`config.mk`:
```
export PLATFORM = sky130hd
export DESIGN_NAME = ulm_merge
export DESIGN_NICKNAME = d
export VERILOG_FILES = /design/src/pkg/ulm_pkg.sv /design/src/rtl/ulm_merge.sv
export SDC_FILE = /design/constraint.sdc
export NUM_CORES = 1
export LEC_CHECK = 0
export BUFFER_PORTS_ARGS = -buffer_cell sky130_fd_sc_hd__buf_2
export CAP_MARGIN = 40
export CORE_MARGIN = 4
export CORE_UTILIZATION = 36
export CTS_BUF_LIST = sky130_fd_sc_hd__clkbuf_2
export CTS_CLUSTER_SIZE = 24
export DETAILED_ROUTE_END_ITERATION = 16
export PLACE_DENSITY_LB_ADDON = 0.1
export REMOVE_ABC_BUFFERS = 1
export SLEW_MARGIN = 20
export SYNTH_ARGS = -nofsm -noshare
export SYNTH_HDL_FRONTEND = slang
export SYNTH_SLANG_ARGS = --single-unit
```
`constraint.sdc`:
```
create_clock -name mclk -period 4.8 [get_ports mclk]
set_input_delay 0.24 -clock mclk [delete_from_list [all_inputs] [get_ports mclk]]
set_output_delay 0.24 -clock mclk [all_outputs]
set_load 0.005 [all_outputs]
```
`src/pkg/ulm_pkg.sv`:
```
/*
  constants and types for the upper-part unaligned doubleword load merge.
  assumes one core clock and a 128-bit memory return path.
*/
// Function
// - address is base plus sign-extended 16-bit offset
// - load one to eight upper bytes
// - never cross aligned doubleword boundary
// - addressed byte to byte 7, keep rest
// - bypass previous load result to same target
// - no alignment address exception ever
// - only refill, invalid, address error exceptions
// - send length code and low address bits
// - little-endian: length n mod 8, select half
// - big-endian: length 7 minus n mod 8
// - memory offset per byte order table
// - length code k means k+1 bytes
// - lower-part load fills low bytes, separate
package ulm_pkg;
  localparam int          ULM_OFS_W      = 16;         // displacement width
  localparam logic [3:0]  ULM_LE_HALF_LO = 4'h0;       // le offset, low half
  localparam logic [3:0]  ULM_LE_HALF_HI = 4'h8;       // le offset, high half
  localparam logic [63:0] ULM_RST_DATA   = 64'h0;      // result after reset
  localparam int          ULM_LAT        = 1;          // cycles request to result
  // exception causes reported by translation
  typedef enum logic [1:0] {
    ULM_EXC_NONE    = 2'b00,
    ULM_EXC_REFILL  = 2'b01,
    ULM_EXC_INVALID = 2'b10,
    ULM_EXC_ADDRERR = 2'b11
  } ulm_exc_t;
endpackage

```
`src/rtl/ulm_merge.sv`:
```
/*
  upper-part unaligned doubleword load: address, memory offset and length
  code, and byte merge into the target register.
  the effective address names the most significant byte of an eight-byte
  field that may straddle two aligned doublewords. this unit moves only the
  bytes that share the aligned doubleword of the addressed byte, and so never
  needs more than one doubleword of the returned quadword.
  assumes translation and memory answer combinationally in the request cycle,
  and that the register file read and the bypass data settle in that cycle;
  a separate lower-part load unit handles the companion instruction, and the
  pipeline stalls or flushes around this unit on its own.
*/
`timescale 1ns/10ps
module ulm_merge (
  input  wire logic             mclk,               // core clock
  input  wire logic             rst_n,              // sync reset, low
  input  wire logic             req_valid,          // instruction issued
  input  wire logic [15:0]      offset_imm,         // displacement field
  input  wire logic [31:0]      base_value,         // base register low word
  input  wire logic [4:0]       target_register_field, // target index
  input  wire logic [63:0]      target_old,         // target from register file
  input  wire logic             cpu_byte_order_flag, // 1 = big-endian
  input  wire logic             fwd_valid,          // preceding load result valid
  input  wire logic [4:0]       fwd_reg,            // its target index
  input  wire logic [63:0]      fwd_data,           // its data
  input  wire ulm_pkg::ulm_exc_t xlat_exc,          // translation exception
  input  wire logic [127:0]     mem_quad,           // returned quadword
  output logic [31:0]           virtual_address,    // effective address
  output logic [2:0]            access_length_code, // length code to memory
  output logic [3:0]            mem_offset,         // paddr 3..0 to memory
  output logic                  wb_valid_r,         // write result pulse
  output logic [4:0]            wb_reg_r,           // write target
  output logic [63:0]           wb_data_r,          // merged value
  output logic                  exc_valid_r,        // exception pulse
  output ulm_pkg::ulm_exc_t     exc_code_r          // exception cause
);
  import ulm_pkg::*;

  logic [2:0]  n3;          // n mod 8
  logic        half;        // selected doubleword of quad
  logic [2:0]  byte_sel;    // highest fetched byte index
  logic [63:0] dword;       // fetched aligned doubleword
  logic [63:0] old_val;     // target after bypass
  logic [63:0] merged;      // merged result
  logic [7:0]  load_mask;   // result lanes taken from memory
  logic        bypass_hit;  // pending load writes the same target
  // next values of the registered outputs
  logic        wb_valid_nxt;  // write pulse
  logic [4:0]  wb_reg_nxt;    // write target
  logic [63:0] wb_data_nxt;   // write data
  logic        exc_valid_nxt; // exception pulse
  ulm_exc_t    exc_code_nxt;  // exception cause

  // address, length and offset, all combinational so memory sees them in the
  // request cycle; the adder is the only long path, the rest is a few xors.
  // big-endian flips the byte index within the doubleword and the half
  // select, which is why one merge network serves both byte orders
  always_comb begin
    virtual_address = base_value
      + {{(32-ULM_OFS_W){offset_imm[15]}}, offset_imm};
    n3 = virtual_address[2:0];
    byte_sel = n3 ^ {3{cpu_byte_order_flag}};
    half = virtual_address[3] ^ cpu_byte_order_flag;
    access_length_code = byte_sel;
    // le memory sees only the half base; be memory sees the full low address nibble
    if (cpu_byte_order_flag) begin
      mem_offset = virtual_address[3:0];
    end else begin
      mem_offset = virtual_address[3] ? ULM_LE_HALF_HI : ULM_LE_HALF_LO;
    end
  end

  // merge: bytes byte_sel..0 of the aligned doubleword go to the top
  // lanes of the result, lowest fetched byte lowest; lanes below stay as the
  // register held them. only one doubleword of the quad is ever used, so a
  // field that straddles two doublewords needs the lower-part load as well
  always_comb begin
    dword = half ? mem_quad[127:64] : mem_quad[63:0];
    // bypass avoids needing an idle slot after a load to the same target
    old_val = (fwd_valid && fwd_reg == target_register_field)
      ? fwd_data : target_old;
    // untouched low lanes are what the lower-part load fills in later
    merged = old_val;
    for (int i = 0; i < 8; i++) begin
      if (i <= int'(byte_sel)) begin
        merged[8*(7-int'(byte_sel)+i) +: 8] = dword[8*i +: 8];
      end
    end
  end

  // lane mask and bypass hit, kept apart from the merge so that the checks
  // below describe the lanes a second way rather than reusing the loop
  always_comb begin
    load_mask = 8'h00;
    // lanes from the top down, byte_sel plus one of them
    for (int j = 0; j < 8; j++) begin
      if (j <= int'(byte_sel)) begin
        load_mask[7-j] = 1'h1;
      end
    end
    // same compare as the bypass mux, wanted by the checks on its own
    bypass_hit = fwd_valid && (fwd_reg == target_register_field);
  end

  // next outputs; alignment never faults, only translation does, and the
  // translation answer is taken as it stands in the request cycle
  always_comb begin
    // a fault turns the write into an exception pulse
    exc_valid_nxt = req_valid && (xlat_exc != ULM_EXC_NONE);
    exc_code_nxt  = req_valid ? xlat_exc : ULM_EXC_NONE;
    // the register file only sees a write for a clean access
    wb_valid_nxt  = req_valid && (xlat_exc == ULM_EXC_NONE);
    wb_reg_nxt    = target_register_field;
    wb_data_nxt   = merged;
  end

  // registered outputs; each pulse stands for one cycle, so the register file
  // takes it on the next edge. target and data are registered every cycle,
  // which costs a little power but keeps the enable logic off the wide word
  always_ff @(posedge mclk) begin
    if (!rst_n) begin
      wb_valid_r  <= 1'b0;
      wb_reg_r    <= 5'h0;
      wb_data_r   <= ULM_RST_DATA;
      exc_valid_r <= 1'b0;
      exc_code_r  <= ULM_EXC_NONE;
    end else begin
      wb_valid_r  <= wb_valid_nxt;
      wb_reg_r    <= wb_reg_nxt;
      wb_data_r   <= wb_data_nxt;
      exc_valid_r <= exc_valid_nxt;
      exc_code_r  <= exc_code_nxt;
    end
  end

  // per lane: a lane outside the mask keeps the old value, a lane inside it
  // takes the fetched byte counted up from the bottom of the doubleword
  for (genvar g = 0; g < 8; g++) begin : g_lane

  end
endmodule // ulm_merge

```
==> results.toml, run 1 <==
[global_routing]
grt_pass1_wl_um = 102700
antenna_found_initial = 1
grt_util_all_layers_pct = 37.73
grt_max_degree = 43
overflow = 0
first_global_vias = 15800

[pwr]
pwr_density_cell_nw_per_um2 = 333.5
p_leak_nw = 7.267
total_power_mw = 5.270
ir_drop_mv = 0.1177

[routing]
ant_nets = 0
drc = 0
drt_iter0_markers = 2435
vias = 17050
wire_per_inst_um = 27.13
vias_per_cell = 6.370
firstDrtPassIters = 6
routed_wl_um = 72600

[yosys]
synthArstFlopShare_pct = 0
ys_warn_count = 0
synth_xor_area_share_pct = 2.585
syn_inst = 1678
synth-simple-area-share_pct = 26.97
ys_types = 95
synthesis.area_um2 = 11860
ys_seq_area_share_pct = 12.32
synth_edf_count = 0
synth_top_family_by_area = "compound AO/OA/AOI/OAI gates"
synth_mux_area_share_pct = 13.87
yosys_most_used_dff = "dfxtp_1"
synth-seq-cells = 73
synth_compound_area_share_pct = 33.67
synth.avg_cell_area_um2 = 7.067
synthAdderAreaFrac_pct = 6.078

[critical_path]
crit_chain = "buf_2 > ha_1 > fa_1 > ha_1 > buf_4 > ha_1 > ha_1 > nor2_1 > ha_1 > nor3b_2 > buf_4 > nand2_1 > nor2_1 > nand2_1 > o22ai_1 > a221oi_1 > a211oi_1"
cpLargestDelayFamily = "adder cells"
critical_path.slowest_cell = "fa_1"
crit_cells = 17
endpoint = "wb_data_r[36]"
crit_start = "offset_imm[0]"
cp_data_required_time_ns = 5.28
worstSetupPathType = "in2reg"
crit_path_max_fanout = 10
cp.arrival_ns = 4.67
worst-path-buf-inv = 3
slowest_delay_ns = 0.49
cpMostUsedCell = "ha_1"
cp-end-kind = "flip-flop"
worstSetupStartpointType = "input pin"

[layout]
syn_to_final_growth_pct = 33.27
nFillCells = 3565
final_cell_mix = "buf_2 (432), buf_4 (189), nor2_1 (171)"
layout_commonest_cell = "buf_2"
drive_gt1_share_pct = 32.38
nets = 2606

[placement]
portBuffers = 432
place_congestion = 1.104
dp_hpwl_um = 60160

[cts]
htreeDepth = 3
clkTransAtPathRegs_ns = 0.22
clockRootBuffer = "clkbuf_2"
cts.sinks = 73
numCtsBuffers = 9
postCtsSetupRepairBufs = 0
clock_path_buffers = 2
ctsResizeCount = 0
cts_tree = "built"
cts_hold_buf = 10

[sta]
hold_viol_final = 0
slew_headroom_pct = 36.35
post-route-period-util_pct = 87.30
setup_violations = 0
setup_tns_ns = 0
tightest_slew_ns = 0.9281
fmaxAchievable_ghz = 0.2386
min_period_ns = 4.190
worst_hold_slack_ns = 0.07889
rsz0062_at_grt = "false"
slew_violations = 0

[floorplanning]
initial_core_util_pct = 36.44
die_w_um = 189.5
std_cell_rows = 66
dieArea_um2 = 35900
die_height_um = 189.5
core_area_um2 = 32540
io_pins = 433

[status]
status = "finished clean"

[flow_run]
drv_cap = 0

[min_path]
hold_class = "in2reg"
[cells in the mapped netlist (30+ instances only)]
library cell    n  area share (%)
o21ai_0       116             4.9
mux2i_1       106             8.9
nand3_1        54             2.3
nand2_1       164             5.2
nor3_1         69             2.9
nor2_1        171             5.4
nand4_1        30             1.6
ha_1           56             5.9
and2_1         40             2.1
dfxtp_1        73              12
clkbuf_1       67             2.1
a21oi_1       127             5.4
o22ai_1        50             2.6
[per-stage QoR]
| step | utilization [%] | instance area, um^2 | setup slack (ns) | instances |
|---|---|---|---|---|
| 3_5_place_dp | 47.93 | 15590 | 0.1029 | 2649 |
| 6_report | 48.57 | 15800 | 0.6095 | 2676 |
| 2_1_floorplan | - | 11420 | -1.123 | 1585 |
| 4_1_cts | 48.56 | 15800 | 0.7434 | 2675 |
| 3_3_place_gp | 47.88 | 15580 | 0.1565 | 2647 |
| 5_1_grt | 48.57 | 15800 | 0.3239 | 2676 |
[logic make-up (layout without fill, tap and decap cells)]
family	count (synthesis)	after routing
other	0	1
muxes	153	153
AOI/OAI and AO/OA	585	585
and+or+nand+nor	655	655
adders and majority gates	57	57
xor gates and xnor gates	35	35
DFF	73	73
buffers and inverters	120	675
[sequential cells by signal, indices dropped and copies added, names as in the netlist]
register,count
exc_valid_r,1
wb_reg_r,5
exc_code_r,2
wb_data_r,64
wb_valid_r,1
[worst min-delay path by stage]
stage                               to  cells after the start           from
final                     wb_data_r[3]                      4  mem_quad[115]
after global routing      wb_data_r[1]                      3   mem_quad[57]
after CTS                 wb_data_r[3]                      4  mem_quad[115]
after detailed placement    wb_valid_r                      2    xlat_exc[0]
after global placement      wb_valid_r                      2    xlat_exc[0]
after floorplan             wb_valid_r                      1    xlat_exc[0]
[where the power goes]
part / internal (mW) / total (mW) / switching [mW]
Sequential: 0.770 / 0.820 / 0.0499
Combinational: 1.47 / 4.09 / 2.62
Clock: 0.0787 / 0.358 / 0.279
Total: 2.32 / 5.27 / 2.95
[routing by layer]
metal | share of wire (%) | track usage, % | vias to the layer above
li1 | - | - | 7592
met1 | 40 | 50.02 | 7843
met2 | 42 | 57.07 | 1342
met3 | 13 | 9.827 | 268
met4 | 6.0 | 18.00 | 0
met5 | 0 | 0 | -
[cell type report]
class / instances / area, um^2 / area share, %
multi-input cells: 1485 / 9877 / 62.50
flip-flops and latches: 73 / 1461 / 9.248
clock inverters: 7 / 61.31 / 0.3880
diodes: 1 / 2.502 / 0.01584
clock buffers: 9 / 45.04 / 0.2850
well taps: 442 / 553.0 / 3.500
repair buffers: 632 / 3701 / 23.42
inverters: 27 / 101.3 / 0.6413
Note: power is estimated with default switching activity, not from simulation.
==> run 2: changes to the inputs <==
Settings changed: CORE_MARGIN 4 to 2, SKIP_LAST_GASP set to 1.
==> run 2 against run 1 <==
  * Die area shrank 4.2%
  * Count of clock-buffer cells in the layout unchanged
  * Cell count up 1.4%
  * Sequential share of layout area is 0.18 points lower
  * Setup slack improved by 0.019 ns
  * Critical path type unchanged
  * Largest power group unchanged
==> results.toml, run 2 (synthesis results as in run 1) <==
[status]
status = "finished clean"

[placement]
pre_cts_ws_ns = 0.1170
dp.cells = 2684
place_congestion = 1.083
portBuffers = 432
place_area_um2 = 15900
dp_hpwl_um = 62100

[routing]
vias = 17330
ant_nets = 0
drc = 0
routed_wl_um = 75860
drt_iter0_markers = 2507
wire_per_inst_um = 27.96
firstDrtPassIters = 9
vias_per_cell = 6.387

[critical_path]
crit_path_max_fanout = 12
worstSetupStartpointType = "input pin"
cp.arrival_ns = 4.65
cp-end-kind = "flip-flop"
cp_data_required_time_ns = 5.28
worstSetupPathType = "in2reg"
crit_start = "offset_imm[0]"

[layout]
finalInstanceArea_um2 = 16110
nFillCells = 3389
syn_to_final_growth_pct = 35.89
regMostFlops = "wb_data_r"
final_cell_mix = "buf_2 (432), buf_4 (219), nor2_1 (171)"
instances_no_fill = 2713
largestRegisters = "wb_data_r (64), wb_reg_r (5), exc_code_r (2)"
layout_commonest_cell = "buf_2"
fin_util_pct = 49.65
nets = 2641
drive_gt1_share_pct = 33.51
largest_reg_flops = 64

[pwr]
power.internal_mw = 2.416
seqPwrFrac_pct = 15.2
p_sw_share_pct = 55.89
power.switching_mw = 3.061
pwr_density_cell_nw_per_um2 = 339.9
pwr-share-clk_pct = 6.7
total_power_mw = 5.477
p_leak_nw = 7.435
combPwrFrac_pct = 78.1
ir_drop_mv = 0.1505

[global_routing]
first_global_vias = 16010
antenna_found_initial = 4
grt_max_degree = 42
overflow = 0
grt_util_all_layers_pct = 42.54
grt_pass1_wl_um = 106400

[cts]
htreeDepth = 3
cts.sinks = 73
clkTransAtPathRegs_ns = 0.22
clockRootBuffer = "clkbuf_2"
cts_tree = "built"
numCtsBuffers = 9
clock_path_buffers = 2
ctsResizeCount = 0

[flow_run]
drv_cap = 0

[floorplanning]
die_w_um = 185.5
core_area_um2 = 32450
io_pins = 433
std_cell_rows = 66
initial_core_util_pct = 36.54
dieArea_um2 = 34400
die_height_um = 185.5

[min_path]
worstHoldPathCells = 4
hold_path_end = "wb_data_r[0]"
hold_class = "in2reg"
min_from = "mem_quad[112]"

[sta]
slew_headroom_pct = 36.20
fin_ws_ns = 0.6288
hold_viol_final = 0
slew_violations = 0
post-route-period-util_pct = 86.90
setup_tns_ns = 0
setup_violations = 0
tightest_slew_ns = 0.9570
fmaxAchievable_ghz = 0.2397
rsz0062_at_grt = "false"
min_period_ns = 4.171
worst_hold_slack_ns = 0.04701
run 2: how the worst max path moves through the flow:
stage	to	slack, ns
floorplan	wb_data_r[5]	-1.12
global route	wb_data_r[31]	0.52
detailed placement	wb_data_r[39]	0.12
finish	wb_data_r[31]	0.63
CTS	wb_data_r[39]	0.77
global placement	wb_data_r[26]	0.08
run 2: metal layers:
layer / global-route usage (%) / vias to the layer above / wire (um)
met4: 20.29 / 2 / 4334
met3: 11.35 / 262 / 10130
met2: 65.10 / 1411 / 31650
li1: - / 7652 / -
met1: 55.30 / 8000 / 29740
met5: 0 / - / 13
run 2: cell type report:
type	instances	area, um^2	share of cell area [%]
flip-flops and latches	73	1461	9.070
multi-input cells	1485	9887	61.36
repair buffers	667	3999	24.82
diodes	3	7.507	0.04659
clock inverters	7	58.81	0.3650
inverters	27	101.3	0.6290
well taps	442	553.0	3.432
clock buffers	9	45.04	0.2795
run 2: repair_timing:
action                                 CTS  global route
endpoints found under the hold margin    9             0
setup buffers                            0             0
hold buffers                             9             0
run 2: power by group through the flow:
stage	clock network (mW)	logic (mW)	registers, mW
6_report	0.366	4.28	0.832
3_3_place_gp	0	4.03	0.844
4_1_cts	0.369	4.06	0.829
2_1_floorplan	0	1.88	0.849
5_1_grt	0.388	4.40	0.844
3_5_place_dp	0	4.04	0.844
run 2: critical path, cell delays in order:
cell      delay, ns
buf_2          0.10
ha_1           0.25
fa_1           0.48
ha_1           0.34
buf_4          0.22
ha_1           0.21
ha_1           0.29
buf_4          0.20
inv_1          0.08
nor2_1         0.05
ha_1           0.30
nand2_1        0.10
nor2_1         0.47
nand2_1        0.39
nand2_1        0.19
a21oi_1        0.08
and3_1         0.20
a211oi_1       0.44
==> run 3: changes to the inputs <==
Settings changed: CORE_MARGIN 2 to unset, PLACE_DENSITY_LB_ADDON 0.1 to 0.25.
==> run 3 against run 2 <==
  * Utilization rose by 0.39 points
  * Critical endpoint is now wb_data_r[28]
  * Combinational power rose by 1%
  * Sequential share of layout area fell by 0.070 points
  * Critical path depth did not move
  * Total power rose by 1.1%
  * Clock power rose by 2%
  * Cell area rose by 0.78%
  * First-iteration DRC count fell by 1.6%
  * Highest routed layer unchanged
  * Fmax rose by 3.5%
  * Hold slack got worse by 0.014 ns
  * Via count rose by 1.3%
  * Setup slack improved by 0.14 ns
==> results.toml, run 3 (synthesis results as in run 1) <==
[floorplanning]
die_w_um = 183.5
die_height_um = 183.5
dieArea_um2 = 33670
initial_core_util_pct = 36.54
core_area_um2 = 32450
io_pins = 433
std_cell_rows = 66

[cts]
postCtsSetupRepairBufs = 0
clockRootBuffer = "clkbuf_2"
clock_path_buffers = 2
ctsResizeCount = 0
clkTransAtPathRegs_ns = 0.23
cts.sinks = 73
numCtsBuffers = 9
htreeDepth = 3
cts_hold_buf = 9
cts_tree = "built"

[critical_path]
cpLargestDelayFamily = "adder cells"
crit_path_max_fanout = 9
critical_path.slowest_cell = "nor4_1"
worstSetupStartpointType = "input pin"
crit_start = "offset_imm[0]"
worstSetupPathType = "in2reg"
slowest_delay_ns = 0.64
cp.arrival_ns = 4.60
cp-end-kind = "flip-flop"
worst-path-buf-inv = 5
cp_data_required_time_ns = 5.37
crit_chain = "buf_2 > ha_1 > fa_1 > ha_1 > buf_4 > ha_1 > ha_1 > buf_4 > buf_4 > xor2_1 > nor3b_2 > buf_4 > and2_0 > nor2_1 > o221ai_1 > a21oi_1 > nor4_1 > o311a_1"

[layout]
drive_gt1_share_pct = 34.08
largest_reg_flops = 64
largestRegisters = "wb_data_r (64), wb_reg_r (5), exc_code_r (2)"
regMostFlops = "wb_data_r"
nets = 2659
syn_to_final_growth_pct = 36.94
final_cell_mix = "buf_2 (432), buf_4 (240), nor2_1 (171)"
layout_commonest_cell = "buf_2"
instances_no_fill = 2730
seq_area_um2 = 1461
multiInputGateArea_um2 = 9884
fin_util_pct = 50.03
finalInstanceArea_um2 = 16240
nFillCells = 3339

[sta]
worst_hold_slack_ns = 0.03296
slew_violations = 0
setup_violations = 0
post-route-period-util_pct = 83.96
tightest_slew_ns = 0.9527
fmaxAchievable_ghz = 0.2481
fin_ws_ns = 0.7700
hold_viol_final = 0
rsz0062_at_grt = "false"
setup_tns_ns = 0
min_period_ns = 4.030
slew_headroom_pct = 34.84

[placement]
place_congestion = 1.091
dp.cells = 2703
portBuffers = 432
dp_hpwl_um = 63580
pre_cts_ws_ns = 0.3077
place_area_um2 = 16040

[global_routing]
overflow = 0
grt_util_all_layers_pct = 44.14
grt_max_degree = 41
met3_usage_pct = 11.19
first_global_vias = 16040
met1_usage_pct = 59.47
grt_pass1_wl_um = 108100
grt-busiest-layer = "met2"
antenna_found_initial = 1
use_met2_pct = 65.08

[routing]
firstDrtPassIters = 14
drc = 0
routed_wl_um = 77000
vias = 17550
vias_per_cell = 6.428
ant_nets = 0
drt_iter0_markers = 2468
wire_per_inst_um = 28.21

[pwr]
pwr_density_cell_nw_per_um2 = 340.9
total_power_mw = 5.536
p_leak_nw = 7.525
ir_drop_mv = 0.1499

[min_path]
hold_path_end = "wb_data_r[1]"
hold_class = "in2reg"
worstHoldPathCells = 3
min_from = "mem_quad[121]"

[flow_run]
drv_cap = 0

[status]
status = "finished clean"
## run 3: power by group
part / leakage, nW / internal [mW] / switching (mW)
combinational: 6.86 / 1.59 / 2.74
sequential: 0.606 / 0.770 / 0.0645
clock: 0.0599 / 0.0768 / 0.296
total: 7.53 / 2.44 / 3.10
## run 3: cell type report
cell class                 instances  area share, %
multi-input combinational       1485          60.87
timing repair buffer             685          25.43
tap                              442          3.406
inverter                          27         0.6241
clock buffer                       9         0.2774
sequential                        73          9.000
antenna                            2        0.03082
clock inverter                     7         0.3622
## run 3: how the worst max path moves through the flow
| stage | to | slack [ns] | depth (start not counted) |
|---|---|---|---|
| final | wb_data_r[28] | 0.77 | 18 |
| after global routing | wb_data_r[28] | 0.63 | 18 |
| after CTS | wb_data_r[28] | 0.92 | 18 |
| after detailed placement | wb_data_r[28] | 0.31 | 18 |
| after global placement | wb_data_r[20] | 0.28 | 17 |
| after floorplan | wb_data_r[5] | -1.12 | 13 |
## run 3: per-layer routing
metal / wire (um) / part of all wire [%] / up-vias
met5: 24 / 0.031 / -
met4: 4242 / 5.5 / 2
met3: 9709 / 13 / 281
met2: 31400 / 41 / 1484
met1: 31620 / 41 / 8092
li1: - / - / 7690
